`config.mk`:
```
export PLATFORM = sky130hd
export DESIGN_NAME = pms_top
export DESIGN_NICKNAME = d
export VERILOG_FILES = /design/src/design/pms_mem.v /design/src/design/pms_insel.v /design/src/design/pms_top.v
export VERILOG_INCLUDE_DIRS = /design/src /design/src/design
export SDC_FILE = /design/constraint.sdc
export NUM_CORES = 1
export LEC_CHECK = 0
export ABC_CLOCK_PERIOD_IN_PS = 5710
export BUFFER_PORTS_ARGS = -buffer_cell sky130_fd_sc_hd__buf_2
export CAP_MARGIN = 0
export CORE_MARGIN = 4
export CORE_UTILIZATION = 50
export DETAILED_ROUTE_END_ITERATION = 10
export PLACE_DENSITY = 0.7
export SLEW_MARGIN = 0
export SYNTH_ARGS = -nofsm -noshare
export SYNTH_HDL_FRONTEND = slang
export SYNTH_HIERARCHICAL = 1
export SYNTH_SLANG_ARGS = --single-unit
```
`constraint.sdc`:
```
create_clock -name REF_CLK -period 5.71 [get_ports REF_CLK]
set_input_delay 0.2855 -clock REF_CLK [delete_from_list [all_inputs] [get_ports REF_CLK]]
set_output_delay 0.2855 -clock REF_CLK [all_outputs]
set_load 0.05 [all_outputs]
```
`src/design/pms_defs.vh`:
```
`ifndef PMS_DEFS_VH
`define PMS_DEFS_VH
// Register offsets
`define PMS_REG_CTRL 8'h00
`define PMS_REG_STATUS 8'h04
`define PMS_REG_BW 8'h08
`define PMS_REG_INSEL 8'h0c
`define PMS_REG_PLAN 8'h10
`define PMS_REG_STORE 8'h14
// Control fields
`define PMS_CTRL_HARD 0
`define PMS_CTRL_SOFT 1
`define PMS_CTRL_FAST 2
// Status fields
`define PMS_ST_MODE_LO 0
`define PMS_ST_LOCK 3
`define PMS_ST_INIT 4
`define PMS_ST_HIST 5
// Mode codes
`define PMS_MODE_FREE 3'h0
`define PMS_MODE_FREEZE 3'h1
`define PMS_MODE_ACQ 3'h2
`define PMS_MODE_LOCKED 3'h3
`define PMS_MODE_HOLD 3'h4
// Bandwidth codes: 0 = 20 Hz .. 15 = 4 kHz
`define PMS_BW_MIN 4'h0
`define PMS_BW_MAX 4'hf
`define PMS_BW_RST 8'h3c
// Memory depth and timing
`define PMS_MEM_WORDS 8
`define PMS_HIST_S 120
`define PMS_CLK_HZ 125000000
`define PMS_LOCK_NS 1000
`endif

```
`src/design/pms_mem.v`:
```
`default_nettype none
module pms_mem #(
    parameter AW = 3,
    parameter DW = 32
) (
    // Clock
    input wire clk,
    // Write port
    input wire we,
    input wire [AW-1:0] waddr,
    input wire [DW-1:0] wdata,
    // Registered read port
    input wire [AW-1:0] raddr,
    output reg [DW-1:0] rdata
);
    reg [DW-1:0] mem [0:(1<<AW)-1];
    always @(posedge clk)
    begin
        if (we)
            mem[waddr] <= wdata;
        rdata <= mem[raddr];
    end
endmodule
`default_nettype wire

```
`src/design/pms_insel.v`:
```
`default_nettype none
module pms_insel (
    // Clock and reset
    input wire clk,
    input wire rst_n,
    // Control
    input wire auto_en,
    input wire revertive,
    input wire [1:0] manual_sel,
    input wire [3:0] valid,
    // Result
    output reg [1:0] sel_q,
    output wire sel_valid
);
    // Lowest index has highest priority
    function [1:0] first_valid;
        input [3:0] v;
        begin
            first_valid = v[0] ? 2'h0 : v[1] ? 2'h1 : v[2] ? 2'h2 : 2'h3;
        end
    endfunction
    reg [1:0] sel_d;
    assign sel_valid = valid[sel_q];
    always @*
    begin
        sel_d = sel_q;
        if (!auto_en)
            sel_d = manual_sel;
        else if (|valid && (revertive || !valid[sel_q]))
            sel_d = first_valid(valid);
    end
    always @(posedge clk or negedge rst_n)
    begin
        if (!rst_n)
            sel_q <= 2'h0;
        else
            sel_q <= sel_d;
    end
endmodule
`default_nettype wire

```
`src/design/pms_top.v`:
```
// Operation
// - After power-up, load registers and configuration from config memory first.
// - Serial register access is refused until initialization is finished.
// - Output clocks stay off until initialization is complete.
// - Hard reset reloads all registers from memory and restarts everything.
// - Hard reset comes from the reset pin or the hard-reset control bit.
// - Soft reset skips memory download, only applies pending configuration; code also drops init_done for a cycle.
// - After init the loop is in one of five modes.
// - Initialization done enters free-run, output from reference clock only.
// - Free-run is kept while no input clock is valid.
// - Any valid input starts lock acquisition automatically.
// - Fast bandwidth during acquisition when enabled, normal bandwidth afterwards.
// - Normal loop bandwidth register selects 20 Hz to 4 kHz.
// - Fast acquisition bandwidth register selects 20 Hz to 4 kHz.
// - Outputs keep running while the oscillator pulls toward the input.
// - Lock is reported on the loss-of-lock pin and a status bit.
// - Frequency plan is writable and storable to config memory.
// - Active input chosen manually or by the automatic selector.
// - Input lost with valid history enters holdover; history spans 120 s.
// - Input lost without history enters oscillator freeze mode.
// - Holdover or freeze returns to acquisition when an input is valid.
//
// Chosen here: the register addresses and strobed register access.
`include "pms_defs.vh"
`default_nettype none
module pms_top #(
    // Sized product: the history window in clocks does not fit 32 bits
    parameter [63:0] HIST_CYCLES = 64'h1 * `PMS_HIST_S * `PMS_CLK_HZ,
    parameter LOCK_CYCLES = `PMS_LOCK_NS / 8,
    parameter AW = 3
) (
    // Clock and reset
    input wire REF_CLK,
    input wire RESET_N,
    input wire HARD_RESET_PIN_N,
    // Input clock qualification and phase detector
    input wire [3:0] CLK_VALID,
    input wire PHASE_LOCKED,
    // Register port
    input wire [7:0] ADDR,
    input wire [31:0] WDATA,
    input wire WR,
    input wire RD,
    output reg [31:0] RDATA,
    // Status and loop control
    output wire LOCK_LOSS_INDICATOR,
    output wire OUT_CLK_EN,
    output wire INIT_DONE,
    output wire [2:0] MODE,
    output wire [3:0] ACTIVE_BW,
    output wire [1:0] ACTIVE_INPUT,
    output wire [31:0] PLAN
);
    localparam [4:0] S_RESET = 5'h01;
    localparam [4:0] S_LOAD = 5'h02;
    localparam [4:0] S_RUN = 5'h04;
    localparam [4:0] S_STORE = 5'h08;
    localparam [4:0] S_SOFT = 5'h10;
    localparam [AW-1:0] LAST = {AW{1'b1}};
    localparam [63:0] HIST_W = HIST_CYCLES;
    localparam [31:0] LOCK_W = LOCK_CYCLES;

    ////////////////////////////////////////////////////////////////////////
    // Pin synchronisers
    reg [1:0] pin_sync_q;
    reg [3:0] val_s1_q;
    reg [3:0] val_s2_q;
    reg lk_s1_q;
    reg lk_s2_q;
    always @(posedge REF_CLK or negedge RESET_N)
    begin
        if (!RESET_N)
        begin
            // Idle level of the pin, so release brings no false hard reset
            pin_sync_q <= 2'h3;
            val_s1_q <= 4'h0;
            val_s2_q <= 4'h0;
            lk_s1_q <= 1'b0;
            lk_s2_q <= 1'b0;
        end
        else
        begin
            pin_sync_q <= {pin_sync_q[0], HARD_RESET_PIN_N};
            val_s1_q <= CLK_VALID;
            val_s2_q <= val_s1_q;
            lk_s1_q <= PHASE_LOCKED;
            lk_s2_q <= lk_s1_q;
        end
    end

    ////////////////////////////////////////////////////////////////////////
    // Reset sequencing
    reg [4:0] st_q;
    reg [4:0] st_d;
    reg [AW-1:0] idx_q;
    reg hard_req_q;
    reg soft_req_q;
    reg store_req_q;
    wire hard_rst = !pin_sync_q[1] || hard_req_q;
    wire init_done = (st_q == S_RUN) || (st_q == S_STORE);
    assign INIT_DONE = init_done;
    assign OUT_CLK_EN = init_done;
    wire bus_ok = (st_q == S_RUN);
    wire wr_ok = WR && bus_ok;
    wire rd_ok = RD && bus_ok;

    // Config memory; word 0 is the frequency plan, 1 bandwidths, 2 input select
    wire [31:0] mem_rdata;
    wire [31:0] plan_live;
    pms_mem #(.AW(AW), .DW(32)) u_mem (
        .clk(REF_CLK),
        .we(st_q == S_STORE),
        .waddr(idx_q),
        .wdata(plan_live),
        .raddr(idx_q),
        .rdata(mem_rdata)
    );

    always @*
    begin
        st_d = st_q;
        case (st_q)
            S_RESET: st_d = S_LOAD;
            S_LOAD: if (idx_q == LAST) st_d = S_RUN;
            S_RUN:
                if (store_req_q)
                    st_d = S_STORE;
                else if (soft_req_q)
                    st_d = S_SOFT;
            S_STORE: if (idx_q == LAST) st_d = S_RUN;
            S_SOFT: st_d = S_RUN;
            default: st_d = S_RESET;
        endcase
        if (hard_rst)
            st_d = S_RESET;
    end

    ////////////////////////////////////////////////////////////////////////
    // Registers
    reg [31:0] plan_q;
    reg [31:0] plan_pend_q;
    reg [7:0] bw_q;
    reg [7:0] bw_pend_q;
    reg [3:0] insel_q;
    reg [3:0] insel_pend_q;
    reg fast_en_q;
    reg load_ph_q;
    reg [AW-1:0] lidx_q;
    assign plan_live = (idx_q == 0) ? plan_q :
                       (idx_q == 1) ? {24'h0, bw_q} : {28'h0, insel_q};
    assign PLAN = plan_q;

    function [3:0] clamp_bw;
        input [3:0] c;
        begin
            clamp_bw = (c > `PMS_BW_MAX) ? `PMS_BW_MAX : c;
        end
    endfunction

    always @(posedge REF_CLK or negedge RESET_N)
    begin
        if (!RESET_N)
        begin
            st_q <= S_RESET;
            idx_q <= {AW{1'b0}};
            hard_req_q <= 1'b0;
            soft_req_q <= 1'b0;
            store_req_q <= 1'b0;
            plan_q <= 32'h0;
            plan_pend_q <= 32'h0;
            bw_q <= `PMS_BW_RST;
            bw_pend_q <= `PMS_BW_RST;
            insel_q <= 4'h0;
            insel_pend_q <= 4'h0;
            fast_en_q <= 1'b0;
            load_ph_q <= 1'b0;
            lidx_q <= {AW{1'b0}};
        end
        else
        begin
            st_q <= st_d;
            hard_req_q <= wr_ok && (ADDR == `PMS_REG_CTRL) && WDATA[`PMS_CTRL_HARD];
            idx_q <= (st_q == S_LOAD || st_q == S_STORE) ? idx_q + 1'b1 : {AW{1'b0}};
            // Read data lag the address by one cycle; apply it on the next edge
            load_ph_q <= (st_q == S_LOAD);
            lidx_q <= idx_q;
            if (load_ph_q)
            begin
                case (lidx_q)
                    0: begin plan_q <= mem_rdata; plan_pend_q <= mem_rdata; end
                    1: begin bw_q <= mem_rdata[7:0]; bw_pend_q <= mem_rdata[7:0]; end
                    2: begin insel_q <= mem_rdata[3:0]; insel_pend_q <= mem_rdata[3:0]; end
                    default: ;
                endcase
            end
            if (st_q == S_SOFT)
            begin
                plan_q <= plan_pend_q;
                bw_q <= bw_pend_q;
                insel_q <= insel_pend_q;
            end
            if (st_q == S_SOFT || st_q == S_RESET)
                soft_req_q <= 1'b0;
            else if (wr_ok && ADDR == `PMS_REG_CTRL && WDATA[`PMS_CTRL_SOFT])
                soft_req_q <= 1'b1;
            if (st_q == S_STORE || st_q == S_RESET)
                store_req_q <= 1'b0;
            else if (wr_ok && ADDR == `PMS_REG_STORE && WDATA[0])
                store_req_q <= 1'b1;
            if (wr_ok)
            begin
                case (ADDR)
                    `PMS_REG_CTRL: fast_en_q <= WDATA[`PMS_CTRL_FAST];
                    `PMS_REG_BW:
                        bw_pend_q <= {clamp_bw(WDATA[7:4]), clamp_bw(WDATA[3:0])};
                    `PMS_REG_INSEL: insel_pend_q <= WDATA[3:0];
                    `PMS_REG_PLAN: plan_pend_q <= WDATA;
                    default: ;
                endcase
            end
            else if (st_q == S_RESET)
                fast_en_q <= 1'b0;
        end
    end

    ////////////////////////////////////////////////////////////////////////
    // Input selection
    wire sel_valid;
    // Hard reset parks the selector on input 0, as after power-up
    wire sel_clr = (st_q == S_RESET);
    pms_insel u_sel (
        .clk(REF_CLK),
        .rst_n(RESET_N),
        .auto_en(insel_q[2] && !sel_clr),
        .revertive(insel_q[3]),
        .manual_sel(sel_clr ? 2'h0 : insel_q[1:0]),
        .valid(val_s2_q),
        .sel_q(ACTIVE_INPUT),
        .sel_valid(sel_valid)
    );

    ////////////////////////////////////////////////////////////////////////
    // Loop mode controller
    reg [2:0] mode_q;
    reg [2:0] mode_d;
    reg [31:0] lock_cnt_q;
    reg [63:0] hist_cnt_q;
    wire hist_valid = (hist_cnt_q != 64'h0);
    wire any_valid = |val_s2_q;
    always @*
    begin
        mode_d = mode_q;
        case (mode_q)
            `PMS_MODE_FREE: if (any_valid) mode_d = `PMS_MODE_ACQ;
            `PMS_MODE_ACQ:
                if (!any_valid)
                    mode_d = hist_valid ? `PMS_MODE_HOLD : `PMS_MODE_FREEZE;
                else if (lock_cnt_q >= LOCK_W)
                    mode_d = `PMS_MODE_LOCKED;
            `PMS_MODE_LOCKED:
                if (!any_valid)
                    mode_d = hist_valid ? `PMS_MODE_HOLD : `PMS_MODE_FREEZE;
                else if (!sel_valid || !lk_s2_q)
                    mode_d = `PMS_MODE_ACQ;
            `PMS_MODE_HOLD, `PMS_MODE_FREEZE:
                if (any_valid) mode_d = `PMS_MODE_ACQ;
            default: mode_d = `PMS_MODE_FREE;
        endcase
        if (!init_done)
            mode_d = `PMS_MODE_FREE;
    end

    always @(posedge REF_CLK or negedge RESET_N)
    begin
        if (!RESET_N)
        begin
            mode_q <= `PMS_MODE_FREE;
            lock_cnt_q <= 32'h0;
            hist_cnt_q <= 64'h0;
        end
        else
        begin
            mode_q <= mode_d;
            if (mode_q == `PMS_MODE_ACQ && sel_valid && lk_s2_q)
                lock_cnt_q <= lock_cnt_q + 32'h1;
            else
                lock_cnt_q <= 32'h0;
            // History counts locked time up to its 120 s window; cleared only by reinit
            if (!init_done)
                hist_cnt_q <= 64'h0;
            else if (mode_q == `PMS_MODE_LOCKED && hist_cnt_q < HIST_W)
                hist_cnt_q <= hist_cnt_q + 64'h1;
        end
    end

    assign MODE = mode_q;
    assign LOCK_LOSS_INDICATOR = (mode_q != `PMS_MODE_LOCKED);
    assign ACTIVE_BW = (fast_en_q && mode_q == `PMS_MODE_ACQ) ? bw_q[7:4] : bw_q[3:0];

    ////////////////////////////////////////////////////////////////////////
    // Read port
    always @(posedge REF_CLK or negedge RESET_N)
    begin
        if (!RESET_N)
            RDATA <= 32'h0;
        else if (rd_ok)
        begin
            case (ADDR)
                `PMS_REG_CTRL: RDATA <= {29'h0, fast_en_q, 2'h0};
                `PMS_REG_STATUS:
                    RDATA <= {26'h0, hist_valid, init_done, !LOCK_LOSS_INDICATOR, mode_q};
                `PMS_REG_BW: RDATA <= {24'h0, bw_pend_q};
                `PMS_REG_INSEL: RDATA <= {28'h0, insel_pend_q};
                `PMS_REG_PLAN: RDATA <= plan_pend_q;
                `PMS_REG_STORE: RDATA <= {31'h0, store_req_q};
                default: RDATA <= 32'h0;
            endcase
        end
        else
            RDATA <= 32'h0;
    end
endmodule
`default_nettype wire

```
Word-level counts from Yosys, hierarchy flattened. Memories as Yosys holds them, arrays and structs flattened. A register that Yosys moved wholly into a read port is not among the register bits. Cells that the tools add are included.

Magnitude comparators: 5. Reductions and logical operators: 46. Eq/ne operators: 27. Mux-type cells: 62. Add/subtract/negate cells: 3.

Operators by type and width (count): 32-bit two-way mux (10); 32-bit one-hot mux with 6 select lines (1); 64-bit two-way mux (2); 64-bit by 1-bit adder with 64-bit output, second input constant (1); 64-bit by 34-bit < comparator with 1-bit output, second input constant (1); 8-bit two-way mux (8); 64-bit nonzero test (1); 4-bit two-way mux (10); 32-bit by 1-bit adder with 32-bit output, second input constant (1); 32-bit by 7-bit greater-or-equal comparator with 1-bit output, second input constant (1); 3-bit two-way mux (8); 5-bit two-way mux (4); 5-bit one-hot mux with 4 select lines (1); 8-bit by 4-bit == test with 1-bit output, second input constant (2); 8-bit by 5-bit == test with 1-bit output, second input constant (2); 2-bit nonzero test (7); 1-bit logical AND (13); 4-bit inequality test, second input constant (3); 1-bit two-way mux (11); 2-bit two-way mux (5); 2-bit AND reduction (5); 3-bit by 1-bit == test with 1-bit output, second input constant (3); 3-bit by 2-bit == test with 1-bit output, second input constant (3); 3-bit logical NOT (3); 23 further kinds (37).

Output and inout port bits: 76. Register bits: 249. Input bits: 50. Memories kept: 1. RAM bits: 256. Word-level logic and storage cells: 168.

Memories: u_mem.mem (words 8, width 32, rd ports 1, clocked after Yosys merged registers in 1, wr ports 1, RTL line pms_mem.v:16) `reg [DW-1:0] mem [0:(1<<AW)-1];`.

Longest topological paths before layout.
Depth in word-level cells: 8. Gate-level depth with buffers: 9. Gate-level depth less buffers: 8.

Cells and area by module. The synthesis kept the hierarchy.

Modules (own cells, without submodules): pms_top (area an instance 11448.5 um^2, times used 1, cells an instance 1176, sequential area each 6194.7 um^2); pms_mem (area an instance 10466.3 um^2, times used 1, cells an instance 415, sequential area each 8328.0 um^2); pms_insel (area an instance 177.7 um^2, times used 1, cells an instance 20, sequential area each 50.0 um^2).

Worst setup path after synthesis. No wires, ideal clock.

Path type: reg2reg. Start: reg st_q[2]. End: mem u_mem.mem[0][0] (enable). Clock period less this slack: 3662 ps. Arrival time: 3201 ps. Stages on the path, launching flop included: 6. Library setup time: 461 ps. Required time: 5249 ps. Setup slack: 2048 ps. Path buffers: 0. Path through: dfrtp_1 -> nor2_1 -> nand2_1 -> nor3_1 -> nand2b_1 -> nor3_1.

Word-level cells in the longest chain between the ends: 3.

Ends and longest elaborated chain: from (decl) (RTL line pms_top.v:93) `reg [4:0] st_q;`; from (signal assigned) (RTL line pms_top.v:181) `st_q <= st_d;`; 5-bit by 4-bit == test with 1-bit output (RTL line pms_top.v:112) `.we(st_q == S_STORE),`; 1-bit two-way mux (RTL line pms_mem.v:19) `if (we)`; 1-bit two-way mux (implied by the code) (RTL line pms_mem.v:20) `mem[waddr] <= wdata;`; to (decl) (RTL line pms_mem.v:16).

No other way between the ends.

Final worst setup path.
Start: reg st_q[2]. End: mem u_mem.mem[2][13] (enable).

The elaborated chain is that of the path after synthesis.

==> flow_summary.ini <==
[timing]
maxSlewHeadroom_pct = 20.9
hold_viol_final = 0
tightestPinTransition_ps = 1180
rsz0062_at_grt = no
skew_ps = 21.8
setup_violations = 0
finalSetupTns_ps = 0
max_freq_mhz = 286
fin_crit_ps = 3490
fin_crit_sh_pct = 61.1
setup_ws_ps = 2220
maxSlewViolCount = 0
hold-worst-slack_ps = 75.6

[synth]
synth_flop_cell = edfxtp_1
syn-cell-area_sq_um = 22100
syn_inst = 1611
synth_cell_types = 67
synthesis.nets = 1670
synth_edf_count = 256
yosys_register_bits = 537
ys_warn_count = 6
postSynthAreaPerCell_sq_um = 13.7
async_flop_share_pct = 46.4
seq_area_frac_synth_pct = 66.0

[critical_path]
worstReg2RegEnd = u_mem/mem[2][13]
critical_path_class = register to register
reg2reg_slack_ps = 2220
crit_path_start_kind = register
cp-end-kind = register
cpLargestDelayFamily = simple AND/OR/NAND/NOR gates
reg2regPathDepth = 6
path_cells = nor2_1, nand2_1, nor3_1, nand2b_1, nor2_2, buf_4
arrival_ps = 3780
path_buf_inv = 1
cpPeakStageDelay_ps = 890
slowest_stage = nor2_2
cp_data_required_time_ps = 6000
reg2reg_from = st_q[2]
worstPathMaxFanout = 17

[floorplanning]
die_w_microns = 218
start_util_pct = 50.9
core.rowCount = 76
die_area_sq_um = 47600
ioPinCount = 126
die_h_microns = 218
core_area_sq_um = 43400

[detailed_routing]
ant_nets = 0
wl_met1_microns = 22000
via_per_inst = 5.67
route.met2.wl_microns = 23200
top_layer_used = met4
drt_iter0_drc = 1103
routedWlPerCell_microns = 20.2
drc_errors = 0
routed-wl-met3_microns = 2520
via_count = 13600
drt_first_pass_iters = 5
totalWireLength_microns = 48600

[power_and_ir_drop]
powerDensity_nw_per_um2 = 404
pwr-share-comb_pct = 17.3
pwr-share-clk_pct = 34.3
vdd_drop_max_v = 0.000350
seqPwrFrac_pct = 48.3
switching_share_pct = 29.2
p_int_mw = 7.30
p_switching_mw = 3.01
leakage_nw = 9.94

[global_route]
grt.overflow.total = 0
grt_pass1_wl_microns = 77300
grt_max_degree = 177
global_route.usage.total_pct = 20.5
antenna_found_initial = 0
first_global_vias = 13600

[final_layout]
area_growth_pct = 15.5
diodes = 0
nets = 1835
layout_commonest_cell = edfxtp_1
layout-drive-gt1-share_pct = 19.0
layout_common_cells = edfxtp_1 (256), dfrtp_1 (236), a21oi_1 (199)

[clock_tree]
clk_pin_slew_ps = 60
cts-root-buf = clkbuf_16
clk_latency_ps = 610
cts_buffers = 54
h-tree-depth = 2
cts_buffer_depth = 3
cts_sinks = 537
cts_tree = yes

[place]
gp_congestion = 0.859
dpl.hpwl_microns = 30100
place_worst_setup_slack_ps = 2250
portBuffers = 125

[worst_hold_path]
hold_path.startpoint = ADDR[6]
hold_depth = 4
min_path_type = primary input to register
hold_end = RDATA[2]

[status]
status = finished clean

[job]
cap_viol_max_count = 0
## per-layer routing
metal / vias to the layer above / global-route usage, %
li1: 6303 / -
met1: 6873 / 30.1
met2: 392 / 32.8
met3: 63 / 3.00
met4: 0 / 5.16
met5: - / 0
## cell usage after synthesis, drive strengths merged (23+ instances only)
cell	n	share of area, %
buf	31	0.88
nand2	48	0.84
a21oi	199	4.5
and2	121	3.4
o21ai	23	0.52
mux4	64	7.2
clkbuf	45	0.77
mux2	40	2.1
nor3	25	0.63
nand3	35	0.86
nand4	32	0.99
nor4	26	1.1
dfxtp	32	2.9
edfxtp	256	35
nor2	179	3.1
dfrtp	238	27
xor2	34	1.3
## cells by family after synthesis
group / synth area share (%)
simple gates: 13.4
xor+xnor: 1.74
flops: 66.0
fa+ha+maj: 0.510
buf+inv: 1.99
compound gates: 6.39
mux: 9.98
## worst reg2reg max path: stages (launching register included)
cell      delay (ps)
dfrtp_1          430
nor2_1           300
nand2_1          110
nor3_1           640
nand2b_1         340
nor2_2           890
buf_4            450
## metrics by stage
stage	std cells	instance area (sq um)	util [%]	total power [mW]
after floorplan	1611	22100	-	6.25
after global placement	2266	23300	53.8	6.77
after detailed placement	2266	23300	53.8	6.84
after CTS	2406	25500	58.9	10.4
after global routing	2406	25500	58.9	10.8
final	2406	25500	58.9	10.3
## what timing repair did
item	in CTS	in global routing
setup buffers	0	0
hold endpoints to repair	124	0
hold buffers	39	0
resized for setup	0	0
## area by class of cell
type / instances / area (sq um)
inverters: 20 / 75.1
well taps: 585 / 732
repair buffers: 185 / 1210
fillers: 3439 / 17800
clock inverters: 24 / 275
multi-input cells: 978 / 7130
flip-flops and latches: 537 / 14600
clock buffers: 77 / 1520
## worst max-delay path by stage
| stage | start | end | slack, ps | depth (start not counted) |
|---|---|---|---|---|
| after CTS | st_q[2] | u_mem/mem[2][13] | 2240 | 6 |
| final | st_q[2] | u_mem/mem[2][13] | 2220 | 6 |
| after floorplan | st_q[2] | u_mem/mem[0][0] | 2050 | 5 |
| after global placement | st_q[2] | u_mem/mem[2][14] | 2460 | 6 |
| after detailed placement | st_q[2] | u_mem/mem[2][13] | 2250 | 6 |
| after global routing | st_q[2] | u_mem/mem[3][13] | 2220 | 6 |
## flip-flops by register name, indices dropped and copies added, names as in the netlist, 32 cells and up
| name | flops |
|---|---|
| PLAN | 32 |
| lock_cnt_q | 32 |
| u_mem/mem | 256 |
| hist_cnt_q | 64 |
| u_mem/rdata | 32 |
| plan_pend_q | 32 |
| RDATA | 32 |
## power by group through the flow
stage	combinational (mW)	sequential (mW)	clock [mW]
after floorplan	0.979	5.27	0
after global placement	1.72	5.05	0
after detailed placement	1.78	5.06	0
after CTS	1.81	4.98	3.61
after global routing	1.95	5.03	3.78
final	1.79	4.98	3.54
Power figures use the tool's default switching activity.
